**src/inc/dcfm_pkg.sv**
```systemverilog
// Purpose: Constants and carriers for the dimming config and fault mask bank
// Assumes: One clock domain, registers reached by an internal word port
// Notes:   Offsets are register addresses of the serial interface
`default_nettype none
package dcfm_pkg;
	// ****************************************************************
	// Register map
	// ****************************************************************
	localparam logic [7:0]  GEN_ADDR      = 8'h03;
	localparam logic [7:0]  MSK_ADDR      = 8'h04;
	localparam int          REG_W         = 13;
	localparam logic [12:0] GEN_RESET     = 13'h0000;
	localparam logic [12:0] MSK_RESET     = 13'h0000;
	localparam logic [12:0] GEN_WMASK     = 13'h017F;
	localparam logic [12:0] MSK_WMASK     = 13'h007F;
	// General config fields
	localparam int          VTH_POS       = 8;
	localparam int          SLEW_LSB      = 4;
	localparam int          DIV_LSB       = 2;
	localparam int          CSEL_LSB      = 0;
	// Mask fields
	localparam int          M_SERIAL_POS  = 6;
	localparam int          M_TRACE_POS   = 5;
	localparam int          M_OPEN_POS    = 4;
	localparam int          M_SHORT_POS   = 3;
	localparam int          M_PUMP_POS    = 2;
	localparam int          OH_ACT_POS    = 1;
	localparam int          M_HEAT_POS    = 0;
	// Dimming divider base exponent: 4096 = 2**12
	localparam int          DIV_BASE_LOG2 = 12;
	localparam int          N_SWITCH      = 12;

	// ****************************************************************
	// Carriers
	// ****************************************************************
	typedef struct packed {
		logic       wr;
		logic       rd;
		logic [7:0] addr;
		logic [12:0] wdata;
	} dcfm_req_s;

	typedef struct packed {
		logic       clk_err;
		logic       crc_err;
		logic       wr_err;
		logic       rd_err;
		logic       trace_break;
		logic       lamp_open;
		logic       pump_not_ready;
		logic       overheat;
		logic       heat_warning;
	} dcfm_stat_s;
endpackage
`default_nettype wire

```
**src/logic/dcfm_bank.sv**
```systemverilog
// Purpose: General config and fault mask registers with fault and dimming logic
// Assumes: Inputs synchronous to clock; serial framing decoded upstream
// Notes:   Dimming prescaler runs on clock, gated by oscillator ticks or sampled external clock edges
`timescale 1ns/1ns
`default_nettype none
// What this block does
// - Bit 8 selects threshold pair: 0 gives short near 1V, 1 near 4.4V.
// - Slew code bits 6:4; new code reaches drivers within one dimming period.
// - Divider bits 3:2 divide dimming clock by 4096, 8192, 16384 or 32768.
// - Clock source 0, the default: internal oscillator, clock pin disabled.
// - Clock source 1: internal oscillator, driven out on the clock pin.
// - Clock source 2 or 3: clock pin is input and feeds dimming.
// - Mask bit 6 blocks serial error summary from the fault output.
// - Mask bit 5 blocks open-trace detections from the fault output.
// - Mask bit 4 blocks open-lamp detections from the fault output.
// - Mask bit 3 blocks any per-switch short bit from the fault output.
// - Mask bit 2 blocks pump-not-ready from the fault output.
// - Overheat forces all switches closed if bit 1 is zero, else open.
// - Mask bit 0 blocks heat warning from the fault output.
// - Fault output low when any status flag but overheat is high with its mask clear.
// - Serial error summary is OR of clock, CRC, write and read errors.
// - General config write sets busy until programming done; wait for low.
module dcfm_bank
	import dcfm_pkg::*;
#(
	parameter int N_SW = N_SWITCH
)(
	input  wire logic              clock,
	input  wire logic              arst_n,
	input  wire logic              clk_en,
	input  wire dcfm_req_s         req,
	output logic [12:0]            rdata,
	output logic                   rvalid,
	input  wire dcfm_stat_s        stat,
	input  wire logic [N_SW-1:0]   per_switch_short_status,
	input  wire logic              prog_done,
	output logic                   config_busy,
	input  wire logic              osc_tick,
	input  wire logic              clkpin_i,
	output logic                   clkpin_o,
	output logic                   clkpin_oe_n,
	output logic                   dim_tick,
	output logic                   threshold_pair_select,
	output logic [2:0]             gate_slew_code,
	output logic                   force_active,
	output logic [N_SW-1:0]        force_closed,
	output logic                   serial_error_summary,
	output logic                   fault_out_n
);
	// ****************************************************************
	// Elaboration checks
	// ****************************************************************
	if (N_SW < 1 || N_SW > 32)
	begin : g_chk
		$error("switch count out of range");
	end

	typedef enum logic [1:0] {
		DCFM_IDLE = 2'b01,
		DCFM_BUSY = 2'b10
	} dcfm_state_e;

	logic [12:0]      general_config;
	logic [12:0]      fault_mask_config;
	dcfm_state_e      state;
	logic             clkpin_q;
	logic [14:0]      pre_cnt;
	logic [2:0]       slew_pend;
	logic             slew_pending;
	logic             src_tick;
	logic [1:0]       div_code;
	logic [1:0]       csel;
	logic             lamp_shorted_summary;
	logic             next_fault_n;

	// Divider end count for a code
	function automatic logic [14:0] div_end(input logic [1:0] code);
		logic [15:0] full;
		full = 16'h0001 << (DIV_BASE_LOG2 + int'(code));
		div_end = full[14:0] - 15'h0001;
	endfunction

	assign div_code = general_config[DIV_LSB+1:DIV_LSB];
	assign csel     = general_config[CSEL_LSB+1:CSEL_LSB];

	// ****************************************************************
	// Register writes
	// ****************************************************************
	// General config; write blocked while busy
	always_ff @(posedge clock or negedge arst_n)
	begin
		if (!arst_n)
			general_config <= GEN_RESET;
		else if (clk_en && req.wr && req.addr == GEN_ADDR && state == DCFM_IDLE)
			general_config <= req.wdata & GEN_WMASK;
	end

	// Fault mask config
	always_ff @(posedge clock or negedge arst_n)
	begin
		if (!arst_n)
			fault_mask_config <= MSK_RESET;
		else if (clk_en && req.wr && req.addr == MSK_ADDR)
			fault_mask_config <= req.wdata & MSK_WMASK;
	end

	// Read port, one cycle latency
	always_ff @(posedge clock or negedge arst_n)
	begin
		if (!arst_n)
		begin
			rdata  <= 13'h0000;
			rvalid <= 1'b0;
		end
		else if (clk_en)
		begin
			rvalid <= req.rd;
			unique case (req.addr)
				GEN_ADDR: rdata <= general_config;
				MSK_ADDR: rdata <= fault_mask_config;
				default:  rdata <= 13'h0000;
			endcase
		end
	end

	// ****************************************************************
	// Configuration busy
	// ****************************************************************
	// Busy from accepted write until programming done
	always_ff @(posedge clock or negedge arst_n)
	begin
		if (!arst_n)
			state <= DCFM_IDLE;
		else if (clk_en)
		begin
			unique case (state)
				DCFM_IDLE: if (req.wr && req.addr == GEN_ADDR)
					state <= DCFM_BUSY;
				DCFM_BUSY: if (prog_done)
					state <= DCFM_IDLE;
				default: state <= DCFM_IDLE;
			endcase
		end
	end
	assign config_busy = (state == DCFM_BUSY);

	assign threshold_pair_select = general_config[VTH_POS];

	// ****************************************************************
	// Dimming clock source and divider
	// ****************************************************************
	// Sample clock pin for external edge detection
	always_ff @(posedge clock or negedge arst_n)
	begin
		if (!arst_n)
			clkpin_q <= 1'b0;
		else if (clk_en)
			clkpin_q <= clkpin_i;
	end

	// Source select: internal ticks or external rising edges
	assign src_tick    = csel[1] ? (clkpin_i & ~clkpin_q) : osc_tick;
	assign clkpin_oe_n = (csel != 2'b01);
	assign clkpin_o    = (csel == 2'b01) ? osc_tick : 1'b0;

	// Prescaler producing one tick per dimming period
	always_ff @(posedge clock or negedge arst_n)
	begin
		if (!arst_n)
		begin
			pre_cnt  <= 15'h0000;
			dim_tick <= 1'b0;
		end
		else if (clk_en)
		begin
			dim_tick <= 1'b0;
			if (src_tick)
			begin
				if (pre_cnt >= div_end(div_code))
				begin
					pre_cnt  <= 15'h0000;
					dim_tick <= 1'b1;
				end
				else
					pre_cnt <= pre_cnt + 15'h0001;
			end
		end
	end

	// Slew code applied at dimming period boundary
	assign slew_pend    = general_config[SLEW_LSB+2:SLEW_LSB];
	assign slew_pending = (slew_pend != gate_slew_code);
	always_ff @(posedge clock or negedge arst_n)
	begin
		if (!arst_n)
			gate_slew_code <= 3'h0;
		else if (clk_en && dim_tick && slew_pending)
			gate_slew_code <= slew_pend;
	end

	// ****************************************************************
	// Fault output and overheat action
	// ****************************************************************
	assign serial_error_summary = stat.clk_err | stat.crc_err
		| stat.wr_err | stat.rd_err;
	assign lamp_shorted_summary = |per_switch_short_status;

	// Masked OR of status flags
	always_comb
	begin
		next_fault_n = ~(
			(serial_error_summary & ~fault_mask_config[M_SERIAL_POS]) |
			(stat.trace_break     & ~fault_mask_config[M_TRACE_POS])  |
			(stat.lamp_open       & ~fault_mask_config[M_OPEN_POS])   |
			(lamp_shorted_summary & ~fault_mask_config[M_SHORT_POS])  |
			(stat.pump_not_ready  & ~fault_mask_config[M_PUMP_POS])   |
			(stat.heat_warning    & ~fault_mask_config[M_HEAT_POS]));
	end

	always_ff @(posedge clock or negedge arst_n)
	begin
		if (!arst_n)
			fault_out_n <= 1'b1;
		else if (clk_en)
			fault_out_n <= next_fault_n;
	end

	// Overheat forcing of all switches
	always_ff @(posedge clock or negedge arst_n)
	begin
		if (!arst_n)
		begin
			force_active <= 1'b0;
			force_closed <= '0;
		end
		else if (clk_en)
		begin
			force_active <= stat.overheat;
			force_closed <= {N_SW{~fault_mask_config[OH_ACT_POS]}};
		end
	end

	// ****************************************************************
	// Assertions
	// ****************************************************************
	a_fault_heat: assert property (@(posedge clock) disable iff (!arst_n)
		clk_en && stat.heat_warning && !fault_mask_config[M_HEAT_POS] |=> !fault_out_n)
		else $error("heat warning did not assert fault");
	a_fault_idle: assert property (@(posedge clock) disable iff (!arst_n)
		clk_en
		&& !((stat.clk_err || stat.crc_err || stat.wr_err || stat.rd_err)
			&& !fault_mask_config[M_SERIAL_POS])
		&& !(stat.trace_break && !fault_mask_config[M_TRACE_POS])
		&& !(stat.lamp_open && !fault_mask_config[M_OPEN_POS])
		&& !((|per_switch_short_status) && !fault_mask_config[M_SHORT_POS])
		&& !(stat.pump_not_ready && !fault_mask_config[M_PUMP_POS])
		&& !(stat.heat_warning && !fault_mask_config[M_HEAT_POS])
		|=> fault_out_n)
		else $error("fault asserted without cause");
	a_fault_serial: assert property (@(posedge clock) disable iff (!arst_n)
		clk_en && stat.crc_err && !fault_mask_config[M_SERIAL_POS] |=> !fault_out_n)
		else $error("serial error did not assert fault");
	a_fault_short: assert property (@(posedge clock) disable iff (!arst_n)
		clk_en && (|per_switch_short_status) && !fault_mask_config[M_SHORT_POS]
		|=> !fault_out_n)
		else $error("short did not assert fault");
	a_pin_dir: assert property (@(posedge clock) disable iff (!arst_n)
		csel[1] |-> clkpin_oe_n)
		else $error("clock pin driven while input");
	a_pin_out: assert property (@(posedge clock) disable iff (!arst_n)
		csel == 2'b01 |-> !clkpin_oe_n)
		else $error("clock pin not driven");
	a_busy_hold: assert property (@(posedge clock) disable iff (!arst_n)
		clk_en && state == DCFM_IDLE && req.wr && req.addr == GEN_ADDR |=> config_busy)
		else $error("busy not set");
	a_reserved_zero: assert property (@(posedge clock) disable iff (!arst_n)
		general_config[12:9] == 4'h0 && !general_config[7] && fault_mask_config[12:7] == 6'h00)
		else $error("reserved bits set");
	a_slew_apply: assert property (@(posedge clock) disable iff (!arst_n)
		clk_en && dim_tick |=> gate_slew_code == $past(slew_pend))
		else $error("slew not applied at period");
	a_overheat_dir: assert property (@(posedge clock) disable iff (!arst_n)
		clk_en |=> force_closed == {N_SW{~$past(fault_mask_config[OH_ACT_POS])}})
		else $error("overheat action wrong");
	a_force_follow: assert property (@(posedge clock) disable iff (!arst_n)
		clk_en |=> force_active == $past(stat.overheat))
		else $error("overheat force not following flag");
	a_fault_lamp: assert property (@(posedge clock) disable iff (!arst_n)
		clk_en && stat.lamp_open && !fault_mask_config[M_OPEN_POS] |=> !fault_out_n)
		else $error("open lamp did not assert fault");
	a_fault_trace: assert property (@(posedge clock) disable iff (!arst_n)
		clk_en && stat.trace_break && !fault_mask_config[M_TRACE_POS] |=> !fault_out_n)
		else $error("trace break did not assert fault");
	a_fault_pump: assert property (@(posedge clock) disable iff (!arst_n)
		clk_en && stat.pump_not_ready && !fault_mask_config[M_PUMP_POS] |=> !fault_out_n)
		else $error("pump not ready did not assert fault");
	a_busy_release: assert property (@(posedge clock) disable iff (!arst_n)
		clk_en && config_busy && prog_done |=> !config_busy)
		else $error("busy not released");
	a_busy_refuse: assert property (@(posedge clock) disable iff (!arst_n)
		clk_en && config_busy && req.wr && req.addr == GEN_ADDR |=> $stable(general_config))
		else $error("general write taken while busy");
	a_read_gen: assert property (@(posedge clock) disable iff (!arst_n)
		clk_en && req.rd && req.addr == GEN_ADDR |=> rdata == $past(general_config))
		else $error("general read data wrong");
	a_freeze_slew: assert property (@(posedge clock) disable iff (!arst_n)
		!clk_en |=> $stable(gate_slew_code) && $stable(fault_mask_config))
		else $error("state moved while frozen");
endmodule
`default_nettype wire

```
**config.mk**
```make
export PLATFORM = sky130hd
export DESIGN_NAME = dcfm_bank
export DESIGN_NICKNAME = d
export VERILOG_FILES = /design/src/inc/dcfm_pkg.sv /design/src/logic/dcfm_bank.sv
export SDC_FILE = /design/constraint.sdc
export NUM_CORES = 1
export LEC_CHECK = 0
export ABC_AREA = 0
export BUFFER_PORTS_ARGS = -buffer_cell sky130_fd_sc_hd__buf_2
export CAP_MARGIN = 10
export CORE_MARGIN = 5
export CORE_UTILIZATION = 25
export CTS_BUF_LIST = sky130_fd_sc_hd__clkbuf_2
export DETAILED_ROUTE_END_ITERATION = 16
export PLACE_DENSITY_LB_ADDON = 0.12
export SLEW_MARGIN = 20
export SYNTH_ARGS = -nofsm -noshare
export SYNTH_HDL_FRONTEND = slang
export SYNTH_SLANG_ARGS = --single-unit
```
**constraint.sdc**
```tcl
create_clock -name clock -period 3.4 [get_ports clock]
set_clock_uncertainty 0.15 [all_clocks]
set_input_delay 0 -clock clock [delete_from_list [all_inputs] [get_ports clock]]
set_output_delay 0 -clock clock [all_outputs]
set_load 0.03 [all_outputs]
```
# Yosys cells after proc, flatten, opt, wreduce, memory -nomap -nowiden
# Cells that the tools add are included.
dict set report totals {
  regBits 54
  input_bits 50
  word_cells 69
  output_inout_bits 37
}
dict set report op_classes {
  bitwise 24
  n_mux 9
  n_shift 1
  reduce_logical 10
  addsub 3
  order_cmp 1
  eq_ne 9
}
# cell n
set ops {}
lappend ops {{$pmux W9 S2} 1}
lappend ops {{$add A15 B1 Y15 const B} 1}
lappend ops {{$ge A15 B15 Y1} 1}
lappend ops {{$mux W15} 1}
lappend ops {{$shl A1 B5 Y15 const A} 1}
lappend ops {{$sub A15 B1 Y15 const B} 1}
lappend ops {{$reduce_or A12 Y1} 1}
lappend ops {{$not A1 Y1} 9}
lappend ops {{$eq A8 B2 Y1 const B} 1}
lappend ops {{$eq A8 B3 Y1 const B} 1}
lappend ops {{$or A1 B1 Y1} 8}
lappend ops {{$and A1 B1 Y1} 7}
lappend ops {{$logic_and A1 B1 Y1} 7}
lappend ops {{$add A4 B2 Y5 const A} 1}
lappend ops {{$eq A2 B1 Y1 const B} 2}
lappend ops {{$mux W1} 4}
lappend ops {{$mux W2} 2}
lappend ops {{$ne A2 B1 Y1 const B} 2}
lappend ops {{$pmux W2 S2} 1}
lappend ops {{$ne A3 B3 Y1} 1}
lappend ops {{$reduce_and A3 Y1} 1}
lappend ops {{$eq A2 B2 Y1 const B} 1}
lappend ops {{$ne A2 B2 Y1 const B} 1}
lappend ops {{$reduce_and A2 Y1} 1}

# Depth between registers and ports, before layout
# Gate-level depths: netlist of the first run.
dict set report logic_depth {
  ltp_word 10
  depth_mapped 8
  depth_no_buf 7
}

# Least setup slack after synthesis of the first run
# OpenSTA, ideal clock, no wires.
dict set report synth_path {
  kind {input to register}
  startpoint {input req[17] in the netlist's numbering}
  endpoint {register general_config[0]}
  path_stages 5
  setup_time_ps 127
  arrival_ps 1706
  slack_ps 1417
  path_buffers 1
  cell_sequence {or4_4 nor4_4 nor4b_4 buf_6 mux2_1}
}
dict set report synth_between {
  elab_chain_len 3
}
# element line_no
set synth_rtl {}
lappend synth_rtl {{start: declaration} dcfm_bank.sv:31} ;# input wire dcfm_req_s req,
lappend synth_rtl {{$eq A8 B2 Y1} dcfm_bank.sv:94} ;# else if (clk_en && req.wr && req.addr == GEN_ADDR && state == DCFM_IDLE)
lappend synth_rtl {{$logic_and A1 B1 Y1 (2 in a row)} dcfm_bank.sv:94}
lappend synth_rtl {{end signal: assignment} dcfm_bank.sv:95} ;# general_config <= req.wdata & GEN_WMASK;
lappend synth_rtl {{end: declaration} dcfm_bank.sv:63} ;# logic [12:0] general_config;
# No other way between the ends.
# A chain may end at the register's enable or synchronous reset.

# Worst setup path after layout of the first run
dict set report layout_path {
  startpoint {input req[18] in the netlist's numbering}
  endpoint {register general_config[8]}
}
# Same word-level chain as after synthesis.

==> results.json, run 1 <==
{
  "vdd.ir_drop.worst_v": 0.000193,
  "rr_startpoint": "general_config[2]$_DFFE_PN0P_",
  "yosys.area.top_type": "dfrtp_1",
  "clk_latency_ns": 0.42,
  "root_buffer": "clkbuf_2",
  "worst_slew_margin_rel_pct": 44.1,
  "num_io_pins": 87,
  "critical_path_arrival_ns": 3.27,
  "hpwl_um": 4740,
  "crit_path_start": "req[18]",
  "place_congestion": 0.753,
  "hold_slack_ns": 0.0197,
  "grt-ovfl-total": 0,
  "synth-async-reset-ratio_pct": 100,
  "synth_area_sq_mm": 0.00254,
  "multi_input_area_sq_mm": 0.00111,
  "grt_usage_pct": 10.7,
  "min_period_ns": 3.09,
  "clock-sinks": 49,
  "cts.hold.buffers_added": 32,
  "hold_path_class": "input pin to asynchronous set/reset pin",
  "syn_inst": 251,
  "synth-edff-count": 0,
  "cp_max_fo": 11,
  "drtPass1Iterations": 7,
  "ys_top_cells_by_area": "dfrtp_1 46%, mux2_2 6.2%, buf_4 4.7%",
  "crit_type": "input pin to flip-flop",
  "synthTopCellsByCount": "47 x dfrtp_1, 23 x nand2_1, 16 x buf_4, 15 x inv_1, 15 x nor2_1",
  "port_buffers": 76,
  "cp-start-kind": "input pin",
  "vias": 2191,
  "clockBufferDepth": 2,
  "ctsResizeCount": 0,
  "worstPathRequired_ns": 3.58,
  "yosysWarnings": 0,
  "numCtsBuffers": 5,
  "grt_max_degree": 36,
  "wl_um": 6540,
  "worst_pin_slew_ns": 0.834,
  "drc": 0,
  "cts_setup_buffers": 0,
  "nFillCells": 1036,
  "synth-seq-cells": 49,
  "place_inst": 444,
  "yosysUniqueCellTypes": 44,
  "use_met3_pct": 2.51,
  "yosysSeqAreaShare_pct": 48.3,
  "antenna_found_initial": 0,
  "row_count": 36,
  "tns_ns": 0,
  "initial_core_util_pct": 25.8,
  "grt_pass1_vias": 2231,
  "grtUsageMet2_pct": 17.4,
  "powerDensity_mw_per_mm2": 415,
  "finalHoldViolations": 0,
  "coreArea_sq_mm": 0.00986,
  "synth.most_common_cell": "dfrtp_1",
  "die_area_sq_mm": 0.0123,
  "rsz0062_at_grt": "no",
  "avgSynthCellArea_sq_um": 10.1,
  "end_kind": "flip-flop",
  "stdcell_count": 484,
  "cts_tree": "done",
  "place_area_sq_mm": 0.00298,
  "cellLeakagePower_nw": 1.61,
  "cts.htree.levels": 2,
  "finalNetCount": 404,
  "synthToLayoutAreaGrowth_pct": 32.4,
  "status": "complete, no violations",
  "synth_top_area_share_pct": 46.2,
  "clk_pin_slew_worst_paths_ns": 0.27,
  "fp.dieW_um": 111,
  "grt_pass1_wl_um": 11100,
  "die_h_um": 111,
  "min_period_over_period_pct": 90.8,
  "ys.flop_type": "dfrtp_1",
  "layout-drive-gt1-share_pct": 31.1,
  "wl_per_cell_um": 13.5,
  "diodes": 0,
  "fmax_mhz": 324,
  "first_iter_violations": 76,
  "drv_slew": 0,
  "final_cell_area_sq_mm": 0.00337,
  "final_antenna_net_count": 0,
  "finalSetupViolCount": 0,
  "ff_latch_area_sq_mm": 0.00123,
  "grt_use_met1_pct": 14.6,
  "grt-busiest-layer": "met2",
  "vias_per_cell": 4.53,
  "max_cap_viol_count": 0
}
-- cell families (layout without fill, tap and decap cells) --
family                     after synthesis  after routing  synth area share (%)
and+or+nand+nor                         85             85                  18.3
AOI/OAI and AO/OA                       51             51                  13.5
DFF                                     49             49                  48.3
buffers and inverters                   40            136                  8.60
muxes                                   21             21                  9.24
adders and majority gates                4              4                  1.97
other                                    1              5                 0.147
-- per-stage QoR --
step           worst slack [ns]  util, %  power, mW
2_1_floorplan              1.42        -      0.958
3_3_place_gp              0.963     30.2       1.07
3_5_place_dp              0.891     30.2       1.07
4_1_cts                   0.343     34.1       1.42
5_1_grt                   0.258     34.1       1.50
6_report                  0.312     34.1       1.40
-- report_power, final --
| group | internal [mW] | switching (mW) | total (mW) |
|---|---|---|---|
| clock | 0.122 | 0.194 | 0.316 |
| combinational | 0.166 | 0.213 | 0.380 |
| sequential | 0.638 | 0.0642 | 0.702 |
| total | 0.926 | 0.471 | 1.40 |
-- metal layers --
layer | share of wire (%) | vias up | wire length [um]
met2 | 47 | 53 | 3100
met4 | 0.52 | 0 | 34
met5 | 0 | - | 0
met3 | 5.0 | 2 | 329
met1 | 47 | 1052 | 3070
li1 | - | 1084 | -
-- cell type report --
class / instances / area share (%)
clock buffer: 5 / 0.743
clock inverter: 3 / 1.23
inverter: 15 / 1.67
multi-input combinational: 166 / 33.0
sequential: 49 / 36.5
tap: 133 / 4.94
timing repair buffer: 113 / 21.9
-- worst paths after layout --
check / end / slack (ns) / cells past startpoint
worst max-delay path: general_config[8]$_DFFE_PN0P_ / 0.31 / 8
worst min-delay path: fault_mask_config[5]$_DFFE_PN0P_ / 0.02 / 2
worst max register to register: pre_cnt[5]$_DFFE_PN0P_ / 0.85 / 8
worst min register to register: force_closed[0]$_DFFE_PN0P_ / 0.38 / 1
max in group asynchronous: fault_mask_config[0]$_DFFE_PN0P_ / 2.36 / 3
min in group clock: pre_cnt[7]$_DFFE_PN0P_ / 0.14 / 5
-- sequential cells by signal (all words and copies together) (netlist names) --
register,cells
force_closed,1
force_active,1
clkpin_q,1
rvalid,1
state,2
fault_out_n,1
gate_slew_code,3
pre_cnt,15
dim_tick,1
general_config,8
fault_mask_config,7
rdata,8
-- worst max-delay path, stage by stage --
cell,delay (ns)
dlygate4sd3_1,0.53
buf_2,0.15
nor4_4,0.25
dlygate4sd3_1,0.57
buf_4,0.18
nor4b_4,0.65
mux2_1,0.38
dlygate4sd3_1,0.55
-- layout by cell type (no fill, tap or decap), drive strengths merged, types with 5 or more instances in the layout --
cell         count
clkbuf           5
dfrtp           47
inv             15
nor4             7
a31oi            8
a22oi            8
nand3           13
conb             5
o21ai            7
mux2            20
dlygate4sd3     32
a21oi           10
buf             81
nor2            15
nand2           23
o31ai            5
(Power assumes the default switching activity.)
==> run 2, diff against run 1 <==
REMOVE_ABC_BUFFERS = 1   (was default)
==> run 2 against run 1 <==
Worst setup slack better by 0.010 ns. Hold slack improved by 0.073 ns. Non-clock buffer count fell by 2. First-iteration DRC count increased by 12%. Critical path type unchanged. Largest cell class unchanged.
==> results.json, run 2 (synthesis results as in run 1) <==
{
  "switching_share_pct": 33.5,
  "die_area_sq_mm": 0.0123,
  "vias": 2165,
  "final_common_cell": "buf_2",
  "fmax_mhz": 325,
  "fp.dieW_um": 111,
  "reg_top3": "pre_cnt (15), general_config (8), rdata (8)",
  "rsz0062_at_grt": "no",
  "r2r_setup_slack_ns": 0.89,
  "p_int_mw": 0.931,
  "cellLeakagePower_nw": 1.60,
  "grt_usage_pct": 11.4,
  "worst_pin_slew_ns": 0.733,
  "final_antenna_net_count": 0,
  "layout-drive-gt1-share_pct": 32.1,
  "antenna_found_initial": 0,
  "synthToLayoutAreaGrowth_pct": 31.4,
  "grt_pass1_vias": 2309,
  "cts_tree": "done",
  "min_period_ns": 3.08,
  "hp-start": "osc_tick",
  "cp-start-kind": "input pin",
  "regMostFlops": "pre_cnt",
  "worst_slew_margin_rel_pct": 50.9,
  "clk_latency_ns": 0.42,
  "cp_cell_sequence": "dlygate4sd3_1 -> buf_2 -> nor4_4 -> dlygate4sd3_1 -> buf_4 -> nor4b_4 -> mux2_1 -> dlygate4sd3_1",
  "clockPowerShare_pct": 23.0,
  "hold_path_class": "input pin to flip-flop",
  "diodes": 0,
  "ctsResizeCount": 0,
  "initial_core_util_pct": 25.8,
  "max_cap_viol_count": 0,
  "status": "complete, no violations",
  "clock-sinks": 49,
  "cts_setup_buffers": 0,
  "numCtsBuffers": 5,
  "vdd.ir_drop.worst_v": 0.000213,
  "rr_startpoint": "state[0]$_DFFE_PN1P_",
  "grt_pass1_wl_um": 11700,
  "critical_path_arrival_ns": 3.28,
  "num_io_pins": 87,
  "finalNetCount": 402,
  "place_congestion": 0.796,
  "cpMostUsedCell": "dlygate4sd3_1",
  "min_period_over_period_pct": 90.5,
  "crit_type": "input pin to flip-flop",
  "pwr-share-comb_pct": 26.7,
  "drtPass1Iterations": 4,
  "holdPathStages": 6,
  "worstReg2RegEnd": "general_config[1]$_DFFE_PN0P_",
  "worstPathRequired_ns": 3.60,
  "finalSetupViolCount": 0,
  "vias_per_cell": 4.49,
  "drc": 0,
  "coreArea_sq_mm": 0.00986,
  "largest_register_ffs": 15,
  "die_h_um": 111,
  "post-place-ws_ns": 0.939,
  "switching_power_mw": 0.468,
  "cts.htree.levels": 2,
  "grt-ovfl-total": 0,
  "clockBufferDepth": 2,
  "port_buffers": 76,
  "first_iter_violations": 85,
  "hpwl_um": 4850,
  "clk_pin_slew_worst_paths_ns": 0.27,
  "row_count": 36,
  "grt_max_degree": 27,
  "slowest_delay_ns": 0.63,
  "hold_end": "pre_cnt[8]$_DFFE_PN0P_",
  "rr_worst_depth": 4,
  "p_seq_share_pct": 50.2,
  "final_cell_mix": "77 x buf_2, 47 x dfrtp_1, 28 x dlygate4sd3_1, 23 x nand2_1",
  "finalHoldViolations": 0,
  "utilization_pct": 33.9,
  "crit_slowest_cell": "nor4b_4",
  "hold_slack_ns": 0.0923,
  "end_kind": "flip-flop",
  "cts.hold.buffers_added": 29,
  "cp_max_fo": 11,
  "wl_um": 6770,
  "wl_per_cell_um": 14.0,
  "root_buffer": "clkbuf_2",
  "drv_slew": 0,
  "setup_slack_ns": 0.323,
  "powerDensity_mw_per_mm2": 418,
  "tns_ns": 0
}
[run 2: cell types whose count changed in the layout (fill, tap and decap cells not counted)]
cell | before | now
clkbuf_2 | 5 | 6
clkinv_1 | 1 | 0
clkinv_4 | 0 | 1
clkinvlp_4 | 1 | 0
dlygate4sd3_1 | 32 | 28
buf_2 | 76 | 77
buf_4 | 5 | 6
[run 2: power groups by stage]
stage | clock network (mW) | registers, mW | logic [mW]
finish | 0.322 | 0.702 | 0.374
global placement | 0 | 0.712 | 0.355
floorplan | 0 | 0.726 | 0.215
detailed placement | 0 | 0.714 | 0.358
CTS | 0.349 | 0.704 | 0.382
global route | 0.367 | 0.717 | 0.431
[run 2: final cells by class]
type                            count  area [sq um]
Clock buffer                        6          30.0
Multi-Input combinational cell    166          1110
Sequential cell                    49          1230
Clock inverter                      2          38.8
Tap cell                          133           166
Fill cell                        1037          6520
Inverter                           15          56.3
Timing Repair Buffer              111           711
[run 2: worst max-delay path: cells and delay by family]
kind	cells	cell delay [ns]
muxes	1	0.38
and+or+nand+nor	2	0.88
buffers and inverters	5	2.00
[run 2: how the worst max path moves through the flow]
stage | from | to | cells after the start
2_1_floorplan | force_closed[0]$_DFFE_PN0P_ | force_closed[0]$_DFFE_PN0P_ | 2
3_3_place_gp | req[17] | general_config[6]$_DFFE_PN0P_ | 6
3_5_place_dp | general_config[2]$_DFFE_PN0P_ | pre_cnt[5]$_DFFE_PN0P_ | 8
4_1_cts | req[18] | general_config[0]$_DFFE_PN0P_ | 8
5_1_grt | req[18] | general_config[0]$_DFFE_PN0P_ | 8
6_report | req[18] | general_config[1]$_DFFE_PN0P_ | 8
[run 2: metal layers]
layer	vias to the layer above	share of wire, %	GRT usage, %
met5	-	0	0
met4	0	0.58	2.46
met3	2	4.6	2.78
met2	43	49	19.8
met1	1044	46	14.4
li1	1076	-	-
[run 2: stage by stage]
| step | power, mW | area [sq um] | cells |
|---|---|---|---|
| 5_1_grt | 1.51 | 3340 | 482 |
| 3_3_place_gp | 1.07 | 2990 | 445 |
| 2_1_floorplan | 0.941 | 2400 | 230 |
| 3_5_place_dp | 1.07 | 2990 | 445 |
| 4_1_cts | 1.43 | 3350 | 482 |
| 6_report | 1.40 | 3340 | 482 |
